==> config.mk <==
export PLATFORM = sky130hd
export DESIGN_NAME = sram_tap
export DESIGN_NICKNAME = d
export VERILOG_FILES = /design/src/sram_tap_pkg.sv /design/src/pin_sync.sv /design/src/scan_reg.sv /design/src/sram_tap.sv
export SDC_FILE = /design/constraint.sdc
export NUM_CORES = 1
export LEC_CHECK = 0
export BUFFER_PORTS_ARGS = -buffer_cell sky130_fd_sc_hd__clkbuf_2
export CAP_MARGIN = 5
export CORE_MARGIN = 8
export CORE_UTILIZATION = 60
export DETAILED_ROUTE_END_ITERATION = 12
export HOLD_SLACK_MARGIN = 0.1
export PLACE_DENSITY_LB_ADDON = 0.3
export SYNTH_ARGS = -nofsm -noshare
export SYNTH_HDL_FRONTEND = slang
export SYNTH_SLANG_ARGS = --single-unit
==> constraint.sdc <==
create_clock -name sys_clk -period 4.9 [get_ports sys_clk]
set_input_delay 0.49 -clock sys_clk [delete_from_list [all_inputs] [get_ports sys_clk]]
set_output_delay 0.49 -clock sys_clk [all_outputs]
set_load 0.02 [all_outputs]
==> src/sram_tap_pkg.sv <==
`default_nettype none

package sram_tap_pkg;

    // Scan register lengths
    localparam int IR_WIDTH = 3;
    localparam int ID_WIDTH = 32;
    localparam int BSR_WIDTH = 75;
    localparam int PIN_SYNC_WIDTH = 3;

    // Instruction codes
    localparam logic [2:0] OP_EXTEST = 3'h0;
    localparam logic [2:0] OP_IDCODE = 3'h1;
    localparam logic [2:0] OP_SAMPLE_Z = 3'h2;
    localparam logic [2:0] OP_SAMPLE_PRELOAD = 3'h4;
    localparam logic [2:0] OP_BYPASS = 3'h7;

    // Value loaded into the instruction shifter at Capture-IR
    localparam logic [2:0] IR_CAPTURE_VALUE = 3'h1;
    // Instruction selected after reset and in Test-Logic-Reset
    localparam logic [2:0] IR_RESET_VALUE = OP_IDCODE;

    // Identification field positions
    localparam int ID_REV_MSB = 31;
    localparam int ID_REV_LSB = 28;
    localparam int ID_DEPTH_MSB = 27;
    localparam int ID_DEPTH_LSB = 23;
    localparam int ID_WIDTH_MSB = 22;
    localparam int ID_WIDTH_LSB = 18;
    localparam int ID_DEV_MSB = 17;
    localparam int ID_DEV_LSB = 12;
    localparam int ID_MFR_MSB = 11;
    localparam int ID_MFR_LSB = 1;
    localparam int ID_PRESENT_BIT = 0;

    // Identification field values
    localparam logic [3:0] ID_REVISION = 4'h0;
    localparam logic [4:0] DEPTH_ONE_MEG = 5'h07;
    localparam logic [4:0] DEPTH_HALF_MEG = 5'h06;
    localparam logic [4:0] WIDTH_X18 = 5'h03;
    localparam logic [4:0] WIDTH_X32_X36 = 5'h04;
    localparam logic ID_PRESENT = 1'h1;

    // Test clock limit and its least period in system clocks
    localparam int SYS_CLK_PERIOD_NS = 20;
    localparam int TCK_MIN_PERIOD_NS = 100;
    localparam int TCK_MIN_CYCLES = (TCK_MIN_PERIOD_NS + SYS_CLK_PERIOD_NS - 1) / SYS_CLK_PERIOD_NS;

    // Serial test pins as one bundle
    typedef struct packed {
        logic tck;
        logic tms;
        logic tdi;
    } tap_pins_t;

    // Boundary ring, cell 75 in the top bit, cell 1 in bit 0
    typedef struct packed {
        logic address_bit_zero;   // Cell 75
        logic address_bit_one;    // Cell 74
        logic [33:0] cells_73_40; // Cells 73 down to 40
        logic sram_clk;           // Cell 39
        logic [26:0] cells_38_12; // Cells 38 down to 12
        logic sleep_input;        // Cell 11
        logic [8:0] cells_10_2;   // Cells 10 down to 2
        logic burst_order_select; // Cell 1
    } ring_t;

    // TAP controller states
    typedef enum logic [3:0] {
        TEST_LOGIC_RESET, RUN_TEST_IDLE,
        SELECT_DR, CAPTURE_DR, SHIFT_DR, EXIT1_DR, PAUSE_DR, EXIT2_DR, UPDATE_DR,
        SELECT_IR, CAPTURE_IR, SHIFT_IR, EXIT1_IR, PAUSE_IR, EXIT2_IR, UPDATE_IR
    } tap_state_t;

    // Data register chosen by the current instruction
    typedef enum logic [1:0] {
        SEL_BYPASS, SEL_ID, SEL_BOUNDARY
    } dr_sel_t;

endpackage

`default_nettype wire

==> src/pin_sync.sv <==
`default_nettype none

// Two-stage synchroniser for levels from outside the clock domain
module pin_sync #(
    parameter int W = 1
) (
    input wire logic sys_clk,
    input wire logic rst,
    input wire logic [W-1:0] async_in,
    output logic [W-1:0] sync_out
);

    logic [W-1:0] meta_q; // First stage, read only by the second
    logic [W-1:0] sync_q; // Second stage, safe to use

    // Both stages clear on reset so nothing unknown escapes
    always_ff @(posedge sys_clk)
    begin
        if (rst)
        begin
            meta_q <= '0;
            sync_q <= '0;
        end
        else
        begin
            meta_q <= async_in;
            sync_q <= meta_q;
        end
    end

    assign sync_out = sync_q;

endmodule

`default_nettype wire

==> src/scan_reg.sv <==
`default_nettype none

// Capture-and-shift register, shifts towards bit 0
module scan_reg #(
    parameter int W = 8
) (
    input wire logic sys_clk,
    input wire logic rst,
    input wire logic capture_en,
    input wire logic shift_en,
    input wire logic [W-1:0] capture_val,
    input wire logic serial_in,
    output logic [W-1:0] value_q
);

    // Capture has priority; the controller never asks for both at once
    always_ff @(posedge sys_clk)
    begin
        if (rst)
        begin
            value_q <= '0;
        end
        else if (capture_en)
        begin
            value_q <= capture_val;
        end
        else if (shift_en)
        begin
            // New bit enters at the top, bit 0 leaves first
            value_q <= {serial_in, value_q[W-1:1]};
        end
    end

endmodule

`default_nettype wire

==> src/sram_tap.sv <==
`default_nettype none

// Behaviour
// - Instruction 3, bypass 1, ID 32, boundary 75
// - ID bits 31:28 revision, all zeros
// - ID bits 27:23 depth 00111 or 00110
// - ID bits 22:18 width 00011 or 00100
// - ID bits 11:1 maker, 17:12 device field
// - ID bit 0 always one
// - EXTEST captures ring, boundary path, outputs off
// - IDCODE loads ID onto path, memory untouched
// - SAMPLE Z captures ring, outputs high impedance
// - BYPASS puts one-bit register on path
// - Chain cells 1, 11, 39, 74, 75 fixed
// - Update-DR under sample/preload does nothing
module sram_tap #(
    parameter bit ONE_MEG_X18 = 1'b1,           // 1 = 1M x18, 0 = 512K x32/x36
    parameter logic [10:0] MFR_CODE = 11'h155,  // Arbitrary value
    parameter logic [5:0] DEVICE_CODE = 6'h00   // Arbitrary value
) (
    input wire logic sys_clk,
    input wire logic rst,
    input wire logic tck,
    input wire logic tms,
    input wire logic tdi,
    input wire sram_tap_pkg::ring_t ring_in,
    output logic tdo,
    output logic tdo_oe_n,
    output logic sram_out_disable
);

    // Fixed identification word for this organisation
    function automatic logic [31:0] id_word();
        logic [31:0] w;
        w = '0;
        w[sram_tap_pkg::ID_REV_MSB:sram_tap_pkg::ID_REV_LSB] = sram_tap_pkg::ID_REVISION;
        w[sram_tap_pkg::ID_DEPTH_MSB:sram_tap_pkg::ID_DEPTH_LSB] =
            ONE_MEG_X18 ? sram_tap_pkg::DEPTH_ONE_MEG : sram_tap_pkg::DEPTH_HALF_MEG;
        w[sram_tap_pkg::ID_WIDTH_MSB:sram_tap_pkg::ID_WIDTH_LSB] =
            ONE_MEG_X18 ? sram_tap_pkg::WIDTH_X18 : sram_tap_pkg::WIDTH_X32_X36;
        w[sram_tap_pkg::ID_DEV_MSB:sram_tap_pkg::ID_DEV_LSB] = DEVICE_CODE;
        w[sram_tap_pkg::ID_MFR_MSB:sram_tap_pkg::ID_MFR_LSB] = MFR_CODE;
        w[sram_tap_pkg::ID_PRESENT_BIT] = sram_tap_pkg::ID_PRESENT;
        return w;
    endfunction

    // Which data register an instruction puts between TDI and TDO
    function automatic sram_tap_pkg::dr_sel_t dr_select(input logic [2:0] op);
        sram_tap_pkg::dr_sel_t s;
        s = sram_tap_pkg::SEL_BYPASS;
        unique case (op)
            sram_tap_pkg::OP_EXTEST,
            sram_tap_pkg::OP_SAMPLE_Z,
            sram_tap_pkg::OP_SAMPLE_PRELOAD: s = sram_tap_pkg::SEL_BOUNDARY;
            sram_tap_pkg::OP_IDCODE: s = sram_tap_pkg::SEL_ID;
            // Reserved codes fall back to bypass as the safest path
            default: s = sram_tap_pkg::SEL_BYPASS;
        endcase
        return s;
    endfunction

    sram_tap_pkg::tap_pins_t pins_s; // Synchronised test pins
    logic [sram_tap_pkg::BSR_WIDTH-1:0] ring_sync; // Synchronised ring, flat
    sram_tap_pkg::ring_t ring_s; // Synchronised ring, by field
    logic tck_d_q; // Previous synchronised test clock
    logic tck_rise; // One-cycle pulse on a test clock rising edge
    logic tck_fall; // One-cycle pulse on a test clock falling edge
    sram_tap_pkg::tap_state_t state_q; // TAP controller state
    logic [2:0] ir_q; // Active instruction
    logic [2:0] ir_shift_q; // Instruction shifter
    logic bypass_q; // Single bypass cell
    logic [31:0] id_q; // Identification shifter
    logic [sram_tap_pkg::BSR_WIDTH-1:0] bsr_q; // Boundary shifter
    sram_tap_pkg::dr_sel_t sel; // Data register on the path now
    logic tdo_q;
    logic tdo_oe_n_q;
    logic out_disable_q;

    // The test clock is just another slow pin: sampled, never used as a clock
    pin_sync #(
        .W(sram_tap_pkg::PIN_SYNC_WIDTH)
    ) u_pin_sync (
        .sys_clk(sys_clk),
        .rst(rst),
        .async_in({tck, tms, tdi}),
        .sync_out(pins_s)
    );

    // Ring pins move with the memory clock; two stages keep capture clean
    pin_sync #(
        .W(sram_tap_pkg::BSR_WIDTH)
    ) u_ring_sync (
        .sys_clk(sys_clk),
        .rst(rst),
        .async_in(ring_in),
        .sync_out(ring_sync)
    );

    assign ring_s = sram_tap_pkg::ring_t'(ring_sync);
    assign sel = dr_select(ir_q);

    // Edge finder on the synchronised test clock
    always_ff @(posedge sys_clk)
    begin
        if (rst)
        begin
            tck_d_q <= 1'b0;
        end
        else
        begin
            tck_d_q <= pins_s.tck;
        end
    end

    assign tck_rise = pins_s.tck & ~tck_d_q;
    assign tck_fall = ~pins_s.tck & tck_d_q;

    // TAP controller, stepped on each test clock rising edge
    always_ff @(posedge sys_clk)
    begin
        if (rst)
        begin
            state_q <= sram_tap_pkg::TEST_LOGIC_RESET;
        end
        else if (tck_rise)
        begin
            unique case (state_q)
                sram_tap_pkg::TEST_LOGIC_RESET:
                    state_q <= pins_s.tms ? sram_tap_pkg::TEST_LOGIC_RESET : sram_tap_pkg::RUN_TEST_IDLE;
                sram_tap_pkg::RUN_TEST_IDLE:
                    state_q <= pins_s.tms ? sram_tap_pkg::SELECT_DR : sram_tap_pkg::RUN_TEST_IDLE;
                sram_tap_pkg::SELECT_DR:
                    state_q <= pins_s.tms ? sram_tap_pkg::SELECT_IR : sram_tap_pkg::CAPTURE_DR;
                sram_tap_pkg::CAPTURE_DR:
                    state_q <= pins_s.tms ? sram_tap_pkg::EXIT1_DR : sram_tap_pkg::SHIFT_DR;
                sram_tap_pkg::SHIFT_DR:
                    state_q <= pins_s.tms ? sram_tap_pkg::EXIT1_DR : sram_tap_pkg::SHIFT_DR;
                sram_tap_pkg::EXIT1_DR:
                    state_q <= pins_s.tms ? sram_tap_pkg::UPDATE_DR : sram_tap_pkg::PAUSE_DR;
                sram_tap_pkg::PAUSE_DR:
                    state_q <= pins_s.tms ? sram_tap_pkg::EXIT2_DR : sram_tap_pkg::PAUSE_DR;
                sram_tap_pkg::EXIT2_DR:
                    state_q <= pins_s.tms ? sram_tap_pkg::UPDATE_DR : sram_tap_pkg::SHIFT_DR;
                sram_tap_pkg::UPDATE_DR:
                    state_q <= pins_s.tms ? sram_tap_pkg::SELECT_DR : sram_tap_pkg::RUN_TEST_IDLE;
                sram_tap_pkg::SELECT_IR:
                    state_q <= pins_s.tms ? sram_tap_pkg::TEST_LOGIC_RESET : sram_tap_pkg::CAPTURE_IR;
                sram_tap_pkg::CAPTURE_IR:
                    state_q <= pins_s.tms ? sram_tap_pkg::EXIT1_IR : sram_tap_pkg::SHIFT_IR;
                sram_tap_pkg::SHIFT_IR:
                    state_q <= pins_s.tms ? sram_tap_pkg::EXIT1_IR : sram_tap_pkg::SHIFT_IR;
                sram_tap_pkg::EXIT1_IR:
                    state_q <= pins_s.tms ? sram_tap_pkg::UPDATE_IR : sram_tap_pkg::PAUSE_IR;
                sram_tap_pkg::PAUSE_IR:
                    state_q <= pins_s.tms ? sram_tap_pkg::EXIT2_IR : sram_tap_pkg::PAUSE_IR;
                sram_tap_pkg::EXIT2_IR:
                    state_q <= pins_s.tms ? sram_tap_pkg::UPDATE_IR : sram_tap_pkg::SHIFT_IR;
                sram_tap_pkg::UPDATE_IR:
                    state_q <= pins_s.tms ? sram_tap_pkg::SELECT_DR : sram_tap_pkg::RUN_TEST_IDLE;
            endcase
        end
    end

    // Instruction shifter: fixed pattern on capture, LSB out first
    scan_reg #(
        .W(sram_tap_pkg::IR_WIDTH)
    ) u_ir_shift (
        .sys_clk(sys_clk),
        .rst(rst),
        .capture_en(tck_rise && state_q == sram_tap_pkg::CAPTURE_IR),
        .shift_en(tck_rise && state_q == sram_tap_pkg::SHIFT_IR),
        .capture_val(sram_tap_pkg::IR_CAPTURE_VALUE),
        .serial_in(pins_s.tdi),
        .value_q(ir_shift_q)
    );

    // Active instruction: takes the shifter at Update-IR, IDCODE in reset
    always_ff @(posedge sys_clk)
    begin
        if (rst)
        begin
            ir_q <= sram_tap_pkg::IR_RESET_VALUE;
        end
        else if (tck_rise && state_q == sram_tap_pkg::TEST_LOGIC_RESET)
        begin
            ir_q <= sram_tap_pkg::IR_RESET_VALUE;
        end
        else if (tck_rise && state_q == sram_tap_pkg::UPDATE_IR)
        begin
            // Reserved codes are stored but only ever select bypass
            ir_q <= ir_shift_q;
        end
    end

    // Identification shifter, loaded at Capture-DR under IDCODE
    scan_reg #(
        .W(sram_tap_pkg::ID_WIDTH)
    ) u_id_shift (
        .sys_clk(sys_clk),
        .rst(rst),
        .capture_en(tck_rise && state_q == sram_tap_pkg::CAPTURE_DR && sel == sram_tap_pkg::SEL_ID),
        .shift_en(tck_rise && state_q == sram_tap_pkg::SHIFT_DR && sel == sram_tap_pkg::SEL_ID),
        .capture_val(id_word()),
        .serial_in(pins_s.tdi),
        .value_q(id_q)
    );

    // Boundary shifter, cell 1 sits next to TDO; there is no update latch,
    // so Update-DR leaves it and the outputs alone, as Pause-DR would
    scan_reg #(
        .W(sram_tap_pkg::BSR_WIDTH)
    ) u_bsr_shift (
        .sys_clk(sys_clk),
        .rst(rst),
        .capture_en(tck_rise && state_q == sram_tap_pkg::CAPTURE_DR && sel == sram_tap_pkg::SEL_BOUNDARY),
        .shift_en(tck_rise && state_q == sram_tap_pkg::SHIFT_DR && sel == sram_tap_pkg::SEL_BOUNDARY),
        .capture_val(ring_s),
        .serial_in(pins_s.tdi),
        .value_q(bsr_q)
    );

    // Bypass cell: clears on capture, then passes TDI with one stage delay
    always_ff @(posedge sys_clk)
    begin
        if (rst)
        begin
            bypass_q <= 1'b0;
        end
        else if (tck_rise && sel == sram_tap_pkg::SEL_BYPASS)
        begin
            if (state_q == sram_tap_pkg::CAPTURE_DR)
            begin
                bypass_q <= 1'b0;
            end
            else if (state_q == sram_tap_pkg::SHIFT_DR)
            begin
                bypass_q <= pins_s.tdi;
            end
        end
    end

    // TDO changes on the falling edge, driven only in the shift states
    always_ff @(posedge sys_clk)
    begin
        if (rst)
        begin
            tdo_q <= 1'b0;
            tdo_oe_n_q <= 1'b1;
        end
        else if (tck_fall)
        begin
            if (state_q == sram_tap_pkg::SHIFT_IR)
            begin
                tdo_q <= ir_shift_q[0];
                tdo_oe_n_q <= 1'b0;
            end
            else if (state_q == sram_tap_pkg::SHIFT_DR)
            begin
                unique case (sel)
                    sram_tap_pkg::SEL_ID: tdo_q <= id_q[0];
                    sram_tap_pkg::SEL_BOUNDARY: tdo_q <= bsr_q[0];
                    sram_tap_pkg::SEL_BYPASS: tdo_q <= bypass_q;
                endcase
                tdo_oe_n_q <= 1'b0;
            end
            else
            begin
                tdo_oe_n_q <= 1'b1;
            end
        end
    end

    // Memory outputs are forced off only by EXTEST and SAMPLE Z
    always_ff @(posedge sys_clk)
    begin
        if (rst)
        begin
            out_disable_q <= 1'b0;
        end
        else
        begin
            out_disable_q <= (ir_q == sram_tap_pkg::OP_EXTEST) || (ir_q == sram_tap_pkg::OP_SAMPLE_Z);
        end
    end

    assign tdo = tdo_q;
    assign tdo_oe_n = tdo_oe_n_q;
    assign sram_out_disable = out_disable_q;
endmodule

`default_nettype wire

## Yosys cells after proc, flatten, opt, wreduce, memory -nomap -nowiden

Index checks and enable logic that the tools add are counted.

- Input bits: 80
- Bits in registers: 278
- Output and inout port bits: 3

- Equal/unequal tests: 20
- Multiplexer cells: 27
- Reduce and logical (&&, ||, !) cells: 29
- Bitwise gates (word level): 4

Operator list:

| cell | count |
|---|---|
| 75-bit 2-to-1 mux | 2 |
| 26-bit 2-to-1 mux | 2 |
| 4-bit case mux with 12 select lines | 1 |
| 4-bit equality test (second input constant) | 8 |
| 4-bit by 3-bit equality test with 1-bit output (second input constant) | 4 |
| 4-bit 2-to-1 mux | 4 |
| 1-bit logical AND | 11 |
| 1-bit 2-to-1 mux | 11 |
| 2-bit nonzero test | 5 |
| 2-bit OR reduction | 5 |
| 4-bit by 2-bit equality test with 1-bit output (second input constant) | 2 |
| 2-bit 2-to-1 mux | 3 |
| 3-bit 2-to-1 mux | 2 |
| 3-bit OR reduction | 2 |
| 4-bit by 1-bit equality test with 1-bit output (second input constant) | 1 |
| 4-bit zero test | 1 |
| 2-bit case mux with 2 select lines | 1 |
| 2-bit AND reduction | 2 |
| 3-bit by 1-bit equality test with 1-bit output (second input constant) | 1 |
| 3-bit by 2-bit equality test with 1-bit output (second input constant) | 1 |
| 3-bit equality test (second input constant) | 1 |
| 3-bit zero test | 1 |
| 1-bit case mux with 3 select lines | 1 |
| 1-bit AND | 2 |
| other kinds (5) | 6 |

## Depth between registers and ports, before layout

Gate-level depths: netlist of the first run.

- Depth after elaboration: 7
- Mapped depth: 8
- Mapped depth without buffers: 4

## Hierarchy

Synthesis of the first run repeated with hierarchy kept, for this count alone.

- Cells, all modules: 922
- Area, all modules: 10167.3 um^2

By module, submodules not included:

| module | seq. area each (um^2) | cells an instance | times used | area each (um^2) |
|---|---|---|---|---|
| pin_sync at u_ring_sync | 3002.9 | 316 | 1 | 4023.9 |
| scan_reg at u_bsr_shift | 1501.4 | 334 | 1 | 3523.4 |
| scan_reg at u_id_shift | 640.6 | 142 | 1 | 1510.2 |
| sram_tap | 240.2 | 105 | 1 | 817.0 |
| pin_sync at u_pin_sync | 120.1 | 12 | 1 | 157.7 |
| scan_reg at u_ir_shift | 60.1 | 13 | 1 | 135.1 |

## Worst setup path after synthesis of the first run

No wires, ideal clock.

- Kind: register to register
- From: reg state_q[3]
- To: reg u_id_shift.value_q[10]
- Path slack: 3.115 ns
- Cell stages (with the launch flop): 8
- Path buffers: 3
- Arrival: 1.653 ns
- Setup time: 0.132 ns
- Cells stage by stage: dfxtp_1 buf_6 or4b_4 or3_1 buf_2 buf_6 nand2_1 a21oi_1

- Word-level cells in the longest chain between the ends: 4

Ends and longest elaborated chain:

| what | line | source |
|---|---|---|
| start: declaration | sram_tap.sv:68 | `sram_tap_pkg::tap_state_t state_q;` |
| start signal: assignment | sram_tap.sv:123 | `state_q <= sram_tap_pkg::TEST_LOGIC_RESET;` |
| start signal: assignment | sram_tap.sv:129 | `state_q <= pins_s.tms ? sram_tap_pkg::TEST_LOGIC_RESET : sram_tap_pkg::RUN_TEST_IDLE;` |
| start signal: assignment | sram_tap.sv:131 | `state_q <= pins_s.tms ? sram_tap_pkg::SELECT_DR : sram_tap_pkg::RUN_TEST_IDLE;` |
| 4-bit by 2-bit equality test with 1-bit output | sram_tap.sv:201 | `.capture_en(tck_rise && state_q == sram_tap_pkg::CAPTURE_DR && sel == sram_tap_pkg::SEL_ID),` |
| 1-bit logical AND (2 in series) | sram_tap.sv:201 |  |
| 2-bit OR reduction (no source line) | - |  |
| end signal: assignment | scan_reg.sv:25 | `value_q <= capture_val;` |
| end signal: assignment | scan_reg.sv:30 | `value_q <= {serial_in, value_q[W-1:1]};` |
| end: declaration | scan_reg.sv:13 | `output logic [W-1:0] value_q` |

Parallel ways exist; a longest one is shown, timed or not.
A chain may end at the register's enable or synchronous reset.

## Worst setup path after layout of the first run

- From: reg u_pin_sync.sync_q[2], in the netlist u_pin_sync.sync_out[2]
- To: reg u_bsr_shift.value_q[52]

- Word-level cells in the longest chain between the ends: 4

Ends and longest elaborated chain:

| what | line | source |
|---|---|---|
| start: declaration | pin_sync.sv:14 | `logic [W-1:0] sync_q;` |
| start signal: assignment | pin_sync.sv:27 | `sync_q <= meta_q;` |
| 1-bit AND * | sram_tap.sv:115 | `assign tck_rise = pins_s.tck & ~tck_d_q;` |
| 1-bit logical AND (on tied branches) (2 in series) | sram_tap.sv:215, sram_tap.sv:216 |  |
| 75-bit 2-to-1 mux / 2-bit nonzero test (equally long branches) | - |  |
| end signal: assignment | scan_reg.sv:25 |  |
| end signal: assignment | scan_reg.sv:30 |  |
| end: declaration | scan_reg.sv:13 |  |

Every way passes the cells marked *; elsewhere a longest branch is shown, timed or not.

==> results of run 1 <==
-- worst max path at each step --
stage,startpoint,end,slack [ns]
2_1_floorplan,state_q[3],u_id_shift.value_q[10],3.11
3_3_place_gp,u_pin_sync.sync_out[2],u_bsr_shift.value_q[44],2.25
3_5_place_dp,u_pin_sync.sync_out[2],u_bsr_shift.value_q[52],2.08
4_1_cts,u_pin_sync.sync_out[2],u_bsr_shift.value_q[43],2.06
5_1_grt,u_pin_sync.sync_out[2],u_bsr_shift.value_q[43],1.86
6_report,u_pin_sync.sync_out[2],u_bsr_shift.value_q[52],2.01
-- through the flow --
step / hold slack [ns] / setup slack (ns) / instances
final: 0.183 / 2.01 / 1118
after detailed placement: 0.420 / 2.08 / 1070
after global placement: 0.420 / 2.25 / 1070
after CTS: 0.161 / 2.06 / 1118
after global routing: 0.174 / 1.86 / 1118
after floorplan: 0.414 / 3.11 / 838
-- routing by layer --
metal / wire length [um] / vias to the layer above / global-route usage
met4: 328 / 0 / 0.0520
met3: 648 / 33 / 0.0324
met5: 0 / - / 0
li1: - / 2949 / -
met1: 7180 / 2754 / 0.190
met2: 7970 / 117 / 0.287
-- power by group through the flow --
stage | Sequential, W | Combinational, W | Clock (W)
after floorplan | 0.00238 | 0.0000830 | 0
after global placement | 0.00239 | 0.000116 | 0
after detailed placement | 0.00239 | 0.000120 | 0
after CTS | 0.00234 | 0.000122 | 0.00234
after global routing | 0.00234 | 0.000135 | 0.00244
final | 0.00234 | 0.000119 | 0.00230
-- worst max-delay path: stages, from the launching register on --
cell and delay, ns:
dfxtp_1 0.37, nor2b_1 0.48, and4_4 1.01, buf_4 0.46, mux2i_1 0.25, o2bb2ai_1 0.09
-- synth_stat cells (4+ instances only) --
cell type / number
dfxtp_1: 278
nor2b_1: 159
mux2i_1: 84
o2bb2ai_1: 75
nand2_1: 49
a21oi_1: 33
clkbuf_1: 30
buf_2: 18
nor2_1: 17
a211oi_1: 10
buf_6: 10
inv_1: 7
o21ai_0: 7
o21ai_1: 6
buf_4: 5
nor3_1: 5
or3_1: 4
-- cell type report --
class / instances / area [um^2] / share of cell area
Clock inverter: 13 / 248 / 0.0230
Inverter: 7 / 26.3 / 0.00244
Timing Repair Buffer: 87 / 450 / 0.0418
Tap cell: 211 / 264 / 0.0245
Clock buffer: 35 / 776 / 0.0720
Multi-Input combinational cell: 487 / 3450 / 0.320
Sequential cell: 278 / 5570 / 0.516
-- state kept, by name, indices dropped and copies added, names as in the netlist, 3 cells and up --
name and flops:
ir_q 3, u_ring_sync.sync_out 75, u_pin_sync.meta_q 3, u_bsr_shift.value_q 75
u_ring_sync.meta_q 75, u_ir_shift.value_q 3, u_pin_sync.sync_out 3, state_q 4
u_id_shift.value_q 32
-- kinds of logic after synthesis --
logic type,count (synthesis)
buf+inv,73
compound gates,146
flops,278
simple gates,255
fa+ha+maj,1
xor+xnor,1
mux,84
==> metrics.txt, run 1 <==
root cell of the clock tree clkbuf_16; count of instances resized after the clock tree is built 0; Post-Place Cell Area 9750 um^2; classification of the worst setup path reg -> reg; Worst Setup End Kind flip-flop; Ant. Diodes 0; synthesized area 9390 um^2; routability-driven placement congestion ratio 0.777; Top FF cell, synth dfxtp_1; share of flip-flops with an asynchronous set or reset after synthesis 0; total routed wirelength 16100 um; post-synthesis share of cell area spent on and, or, nand and nor gates 0.155; beginning of the worst hold path ring_in[31]; CTS Buffer Depth 3; number of nets still failing antenna checks after routing 0; time the worst path needs with I/O delays and setup 2.89 ns; net switching share of the total power 0.190; Avg Synthesized Cell Area 11.2 um^2; final cell area excluding filler cells 10800 um^2; Yosys cell types 47; post-synthesis cell type with the largest combined area dfxtp_1; hold path depth 2; synthesis-stage register bit count 278; Detail Placement HPWL 9780 um; TritonCTS clock tree yes; reported leakage power 3.81 nW; total of max-cap violations 0; Nets 967; post-synthesis net count 918; Inserted Clock Buffers 26; layout filler cell count 1080; launch point of the worst reg-to-reg path u_pin_sync.sync_out[2]; sequential element share of the synthesized area 0.593; number of failing setup endpoints in the final timing report 0; total chip power 0.00476 W; Synthesis Warnings 0; clock sink count 278; DRT iter0 DRCs 368; global-route total usage across every layer 0.161; Crit Path Max Fanout 62; power density over the cells 442 nW/um^2; run status complete, no violations; hold_buf cts 0; core footprint 15300 um^2; count of pins over their slew limit 0; post-synthesis xor/xnor area fraction 0.000933; Net Switching 0.000902 W; effective utilization at floorplan 0.615; end of the worst hold path u_ring_sync.meta_q[31]; setup TNS 0 ns; most area-consuming cells after synthesis dfxtp_1 (59%), nor2b_1 (11%), mux2i_1 (9.0%), o2bb2ai_1 (7.0%), nand2_1 (2.0%); end of the worst register-to-register path u_bsr_shift.value_q[52]; worst clock skew on the final layout 0.00820 ns; die footprint 19900 um^2; data arrival at the endpoint of the critical path 3.26 ns; CP startpoint kind flip-flop; relative max-transition margin 0.301; relative area change from synthesis to final layout 14.8%; io pins 83; die boundary height 141 um; clock group share of total power 0.484; maximum vdd drop 239 uV; commonest cells after routing, fill and taps aside dfxtp_1 (278), nor2b_1 (159), mux2i_1 (84), clkbuf_2 (81), o2bb2ai_1 (75); part of the total power dissipated in sequential elements 0.491; clk slew on worst S/H paths 0.06 ns; Least-Margin Pin Slew 1.05 ns; share of Yosys cell area claimed by the top area cell type 0.593; number of detailed-route iterations in the first pass 4; crit share post-route 0.590; share of final-layout standard cells stronger than drive strength 1 0.159; internal power consumption 0.00386 W; share of cell area taken by muxes after synthesis 0.0896; CTS H-tree lvls 1; final number of hold-violating endpoints 0; Syn Inst Count 838; worst hold path class in -> reg; routed via count 5853; first-pass GRT wire length 27400 um; routed vias/inst 5.24; buffers inserted during post-CTS setup optimization 0; Remaining DRCs 0; RSZ-0062 raised after global routing false; via count of the first global-routing pass 5967; Logic pwr share 0.025; residual overflow from global routing 0; latest clock arrival within the worst-skew pair 0.51 ns; fraction of the core area covered by cells at the end of the flow 0.706; largest family of logic cells by synthesized area simple AND/OR/NAND/NOR gates; maximum number of pins on one net before global-route repair 106; Req. time, crit path 5.26 ns; most frequent standard cell in the layout excluding fill and tap cells dfxtp_1; flop-to-flop setup slack 2.01 ns; post-synthesis compound-gate area fraction 0.119; top achievable clock speed 346 MHz; num rows 45; die span in x 141 um; routed length per placed instance 14.4 um; worst reg2reg path depth 5; count of flip-flops with a built-in enable after synthesis 0; adder-cell share of the synthesized area 0.00107; number of antenna violations at the first check in global routing 0; buffers added on ports 82
No activity file was read; power rests on OpenSTA's default activity.
==> run 2, diff against run 1 <==
Settings changed: ABC_AREA set to 1, CORE_UTILIZATION 60 to 58.
Clock period 4.9 ns to 2.72 ns, I/O delays scaled along.
==> run 2 against run 1 <==
Compared with the run above: sequential power grew 80%; clock power grew 83%; clock skew grew 0.0081 ns; register-to-register slack lost 1.5 ns; non-clock buffer count grew 83; global-route usage grew 3.0 points.
==> metrics.txt, run 2 <==
reported leakage power 5.21 nW; maximum vdd drop 570 uV; routed via count 7433; Nets 1337; most area-consuming cells after synthesis dfxtp_1 (59%), inv_1 (7.5%), nor2_1 (6.9%), a21oi_1 (6.7%), o22ai_1 (5.1%); worst reg2reg path depth 9; classification of the worst setup path reg -> reg; Top FF cell, synth dfxtp_1; core footprint 15900 um^2; Worst Setup End Kind flip-flop; least setup slack across all paths after layout 0.490 ns; power density over the cells 750 nW/um^2; die span in x 143 um; Req. time, crit path 3.14 ns; latest clock arrival within the worst-skew pair 0.52 ns; Syn Inst Count 1124; global-route total usage across every layer 0.191; share of Yosys cell area claimed by the top area cell type 0.592; total chip power 0.00875 W; relative max-transition margin 0.507; final cell area excluding filler cells 11700 um^2; Ant. Diodes 0; count of flip-flops with a built-in enable after synthesis 0; routability-driven placement congestion ratio 0.918; count of pins over their slew limit 0; buffers inserted during post-CTS setup optimization 0; commonest cells after routing, fill and taps aside dfxtp_1 (278), inv_1 (187), nor2_1 (173), a21oi_1 (125), nand2_1 (89); share of flip-flops with an asynchronous set or reset after synthesis 0; beginning of the worst hold path rst; post-synthesis net count 1204; sequential element share of the synthesized area 0.592; time the worst path needs with I/O delays and setup 2.23 ns; total of max-cap violations 0; number of detailed-route iterations in the first pass 5; number of nets still failing antenna checks after routing 0; die boundary height 143 um; crit share post-route 0.820; effective utilization at floorplan 0.591; Least-Margin Pin Slew 0.738 ns; maximum number of pins on one net before global-route repair 106; TritonCTS clock tree yes; CTS Buffer Depth 3; worst clock skew on the final layout 0.0163 ns; hold_buf cts 78; hold path depth 3; Inserted Clock Buffers 27; most frequent standard cell in the layout excluding fill and tap cells dfxtp_1; worst setup path startpoint state_q[1]; flop-to-flop setup slack 0.49 ns; routing usage on met2 0.343; relative area change from synthesis to final layout 24.2%; synthesized area 9400 um^2; final number of hold-violating endpoints 0; routed vias/inst 4.98; run status complete, no violations; total routed wirelength 19400 um; met3 usage in global routing 0.0334; share of final-layout standard cells stronger than drive strength 1 0.121; synthesis-stage register bit count 278; most frequent cell after synthesis dfxtp_1; fraction of the core area covered by cells at the end of the flow 0.735; number of antenna violations at the first check in global routing 0; residual overflow from global routing 0; worst hold path class in -> reg; Synthesis Warnings 0; io pins 83; top achievable clock speed 448 MHz; layout filler cell count 1094; grt met1 use 0.227; Remaining DRCs 0; Post-Place Cell Area 9860 um^2; root cell of the clock tree clkbuf_16; Crit Path Max Fanout 54; die footprint 20500 um^2; routed length per placed instance 13.0 um; data arrival at the endpoint of the critical path 2.65 ns; grt peak-use layer met2; setup TNS 0 ns; first-pass GRT wire length 32800 um; Avg Synthesized Cell Area 8.36 um^2; clk slew on worst S/H paths 0.06 ns; most used standard cells in the synthesized netlist dfxtp_1 (278), inv_1 (188), nor2_1 (173), a21oi_1 (125), nand2_1 (89); post-synthesis cell type with the largest combined area dfxtp_1; number of failing setup endpoints in the final timing report 0; buffers added on ports 82; Yosys cell types 28; RSZ-0062 raised after global routing false; end of the worst register-to-register path u_bsr_shift.value_q[68]; DRT iter0 DRCs 657; num rows 46; CP startpoint kind flip-flop; end of the worst hold path u_ring_sync.sync_out[25]; Detail Placement HPWL 10400 um; CTS H-tree lvls 1; clock sink count 278; via count of the first global-routing pass 7152; Post-Place Setup Slack 0.585 ns; count of instances resized after the clock tree is built 0; launch point of the worst reg-to-reg path state_q[1]
run 2: changes by cell type after synthesis, sizes merged, moves of 76 or more:
cell / change
inv: +186
nor2: +161
nor2b: -159
a21oi: +93
mux2i: -84
o21ai: +79
o22ai: +76
run 2: cell type report:
type	count	area [um^2]	area share
Inverter	194	728	0.0624
Multi-Input combinational cell	586	2770	0.238
Clock buffer	37	763	0.0654
Clock inverter	12	267	0.0228
Tap cell	216	270	0.0232
Sequential cell	278	5570	0.477
Timing Repair Buffer	170	1310	0.112
run 2: critical path, cell delays in order, from the launching register on:
cell,delay [ns]
dfxtp_1,0.52
nand2_2,0.10
inv_2,0.10
nand2_2,0.07
inv_2,0.09
nand2_4,0.18
nor2_4,0.15
buf_4,0.50
o22ai_1,0.16
a21oi_1,0.22
run 2: how the worst max path moves through the flow:
stage / end / slack, ns / cells past startpoint
finish: u_bsr_shift.value_q[68] / 0.49 / 9
global route: u_bsr_shift.value_q[0] / 0.30 / 9
CTS: u_bsr_shift.value_q[68] / 0.51 / 9
detailed placement: u_bsr_shift.value_q[0] / 0.58 / 9
global placement: u_bsr_shift.value_q[74] / 0.67 / 9
floorplan: u_bsr_shift.value_q[34] / 1.22 / 7
run 2: cell families after synthesis:
logic type	after synthesis	synth area share
and+or+nand+nor	287	0.123
DFF	278	0.592
AOI/OAI and AO/OA	299	0.172
buffers and inverters	260	0.113
run 2: where the power goes:
part	switching, W	total, W	internal, W
logic	0.000165	0.000333	0.000167
clock network	0.00148	0.00420	0.00272
registers	0.0000348	0.00422	0.00418
total	0.00168	0.00875	0.00707
run 2: stage by stage:
stage,hold slack (ns),instances
final,0.287,1493
after global routing,0.301,1493
after CTS,0.281,1493
after detailed placement,0.392,1366
after global placement,0.389,1366
after floorplan,0.379,1124
run 2: metal layers:
layer	vias to the layer above	routed length, um
li1	3822	-
met1	3385	7990
met2	192	9980
met3	34	979
met4	0	484
met5	-	0
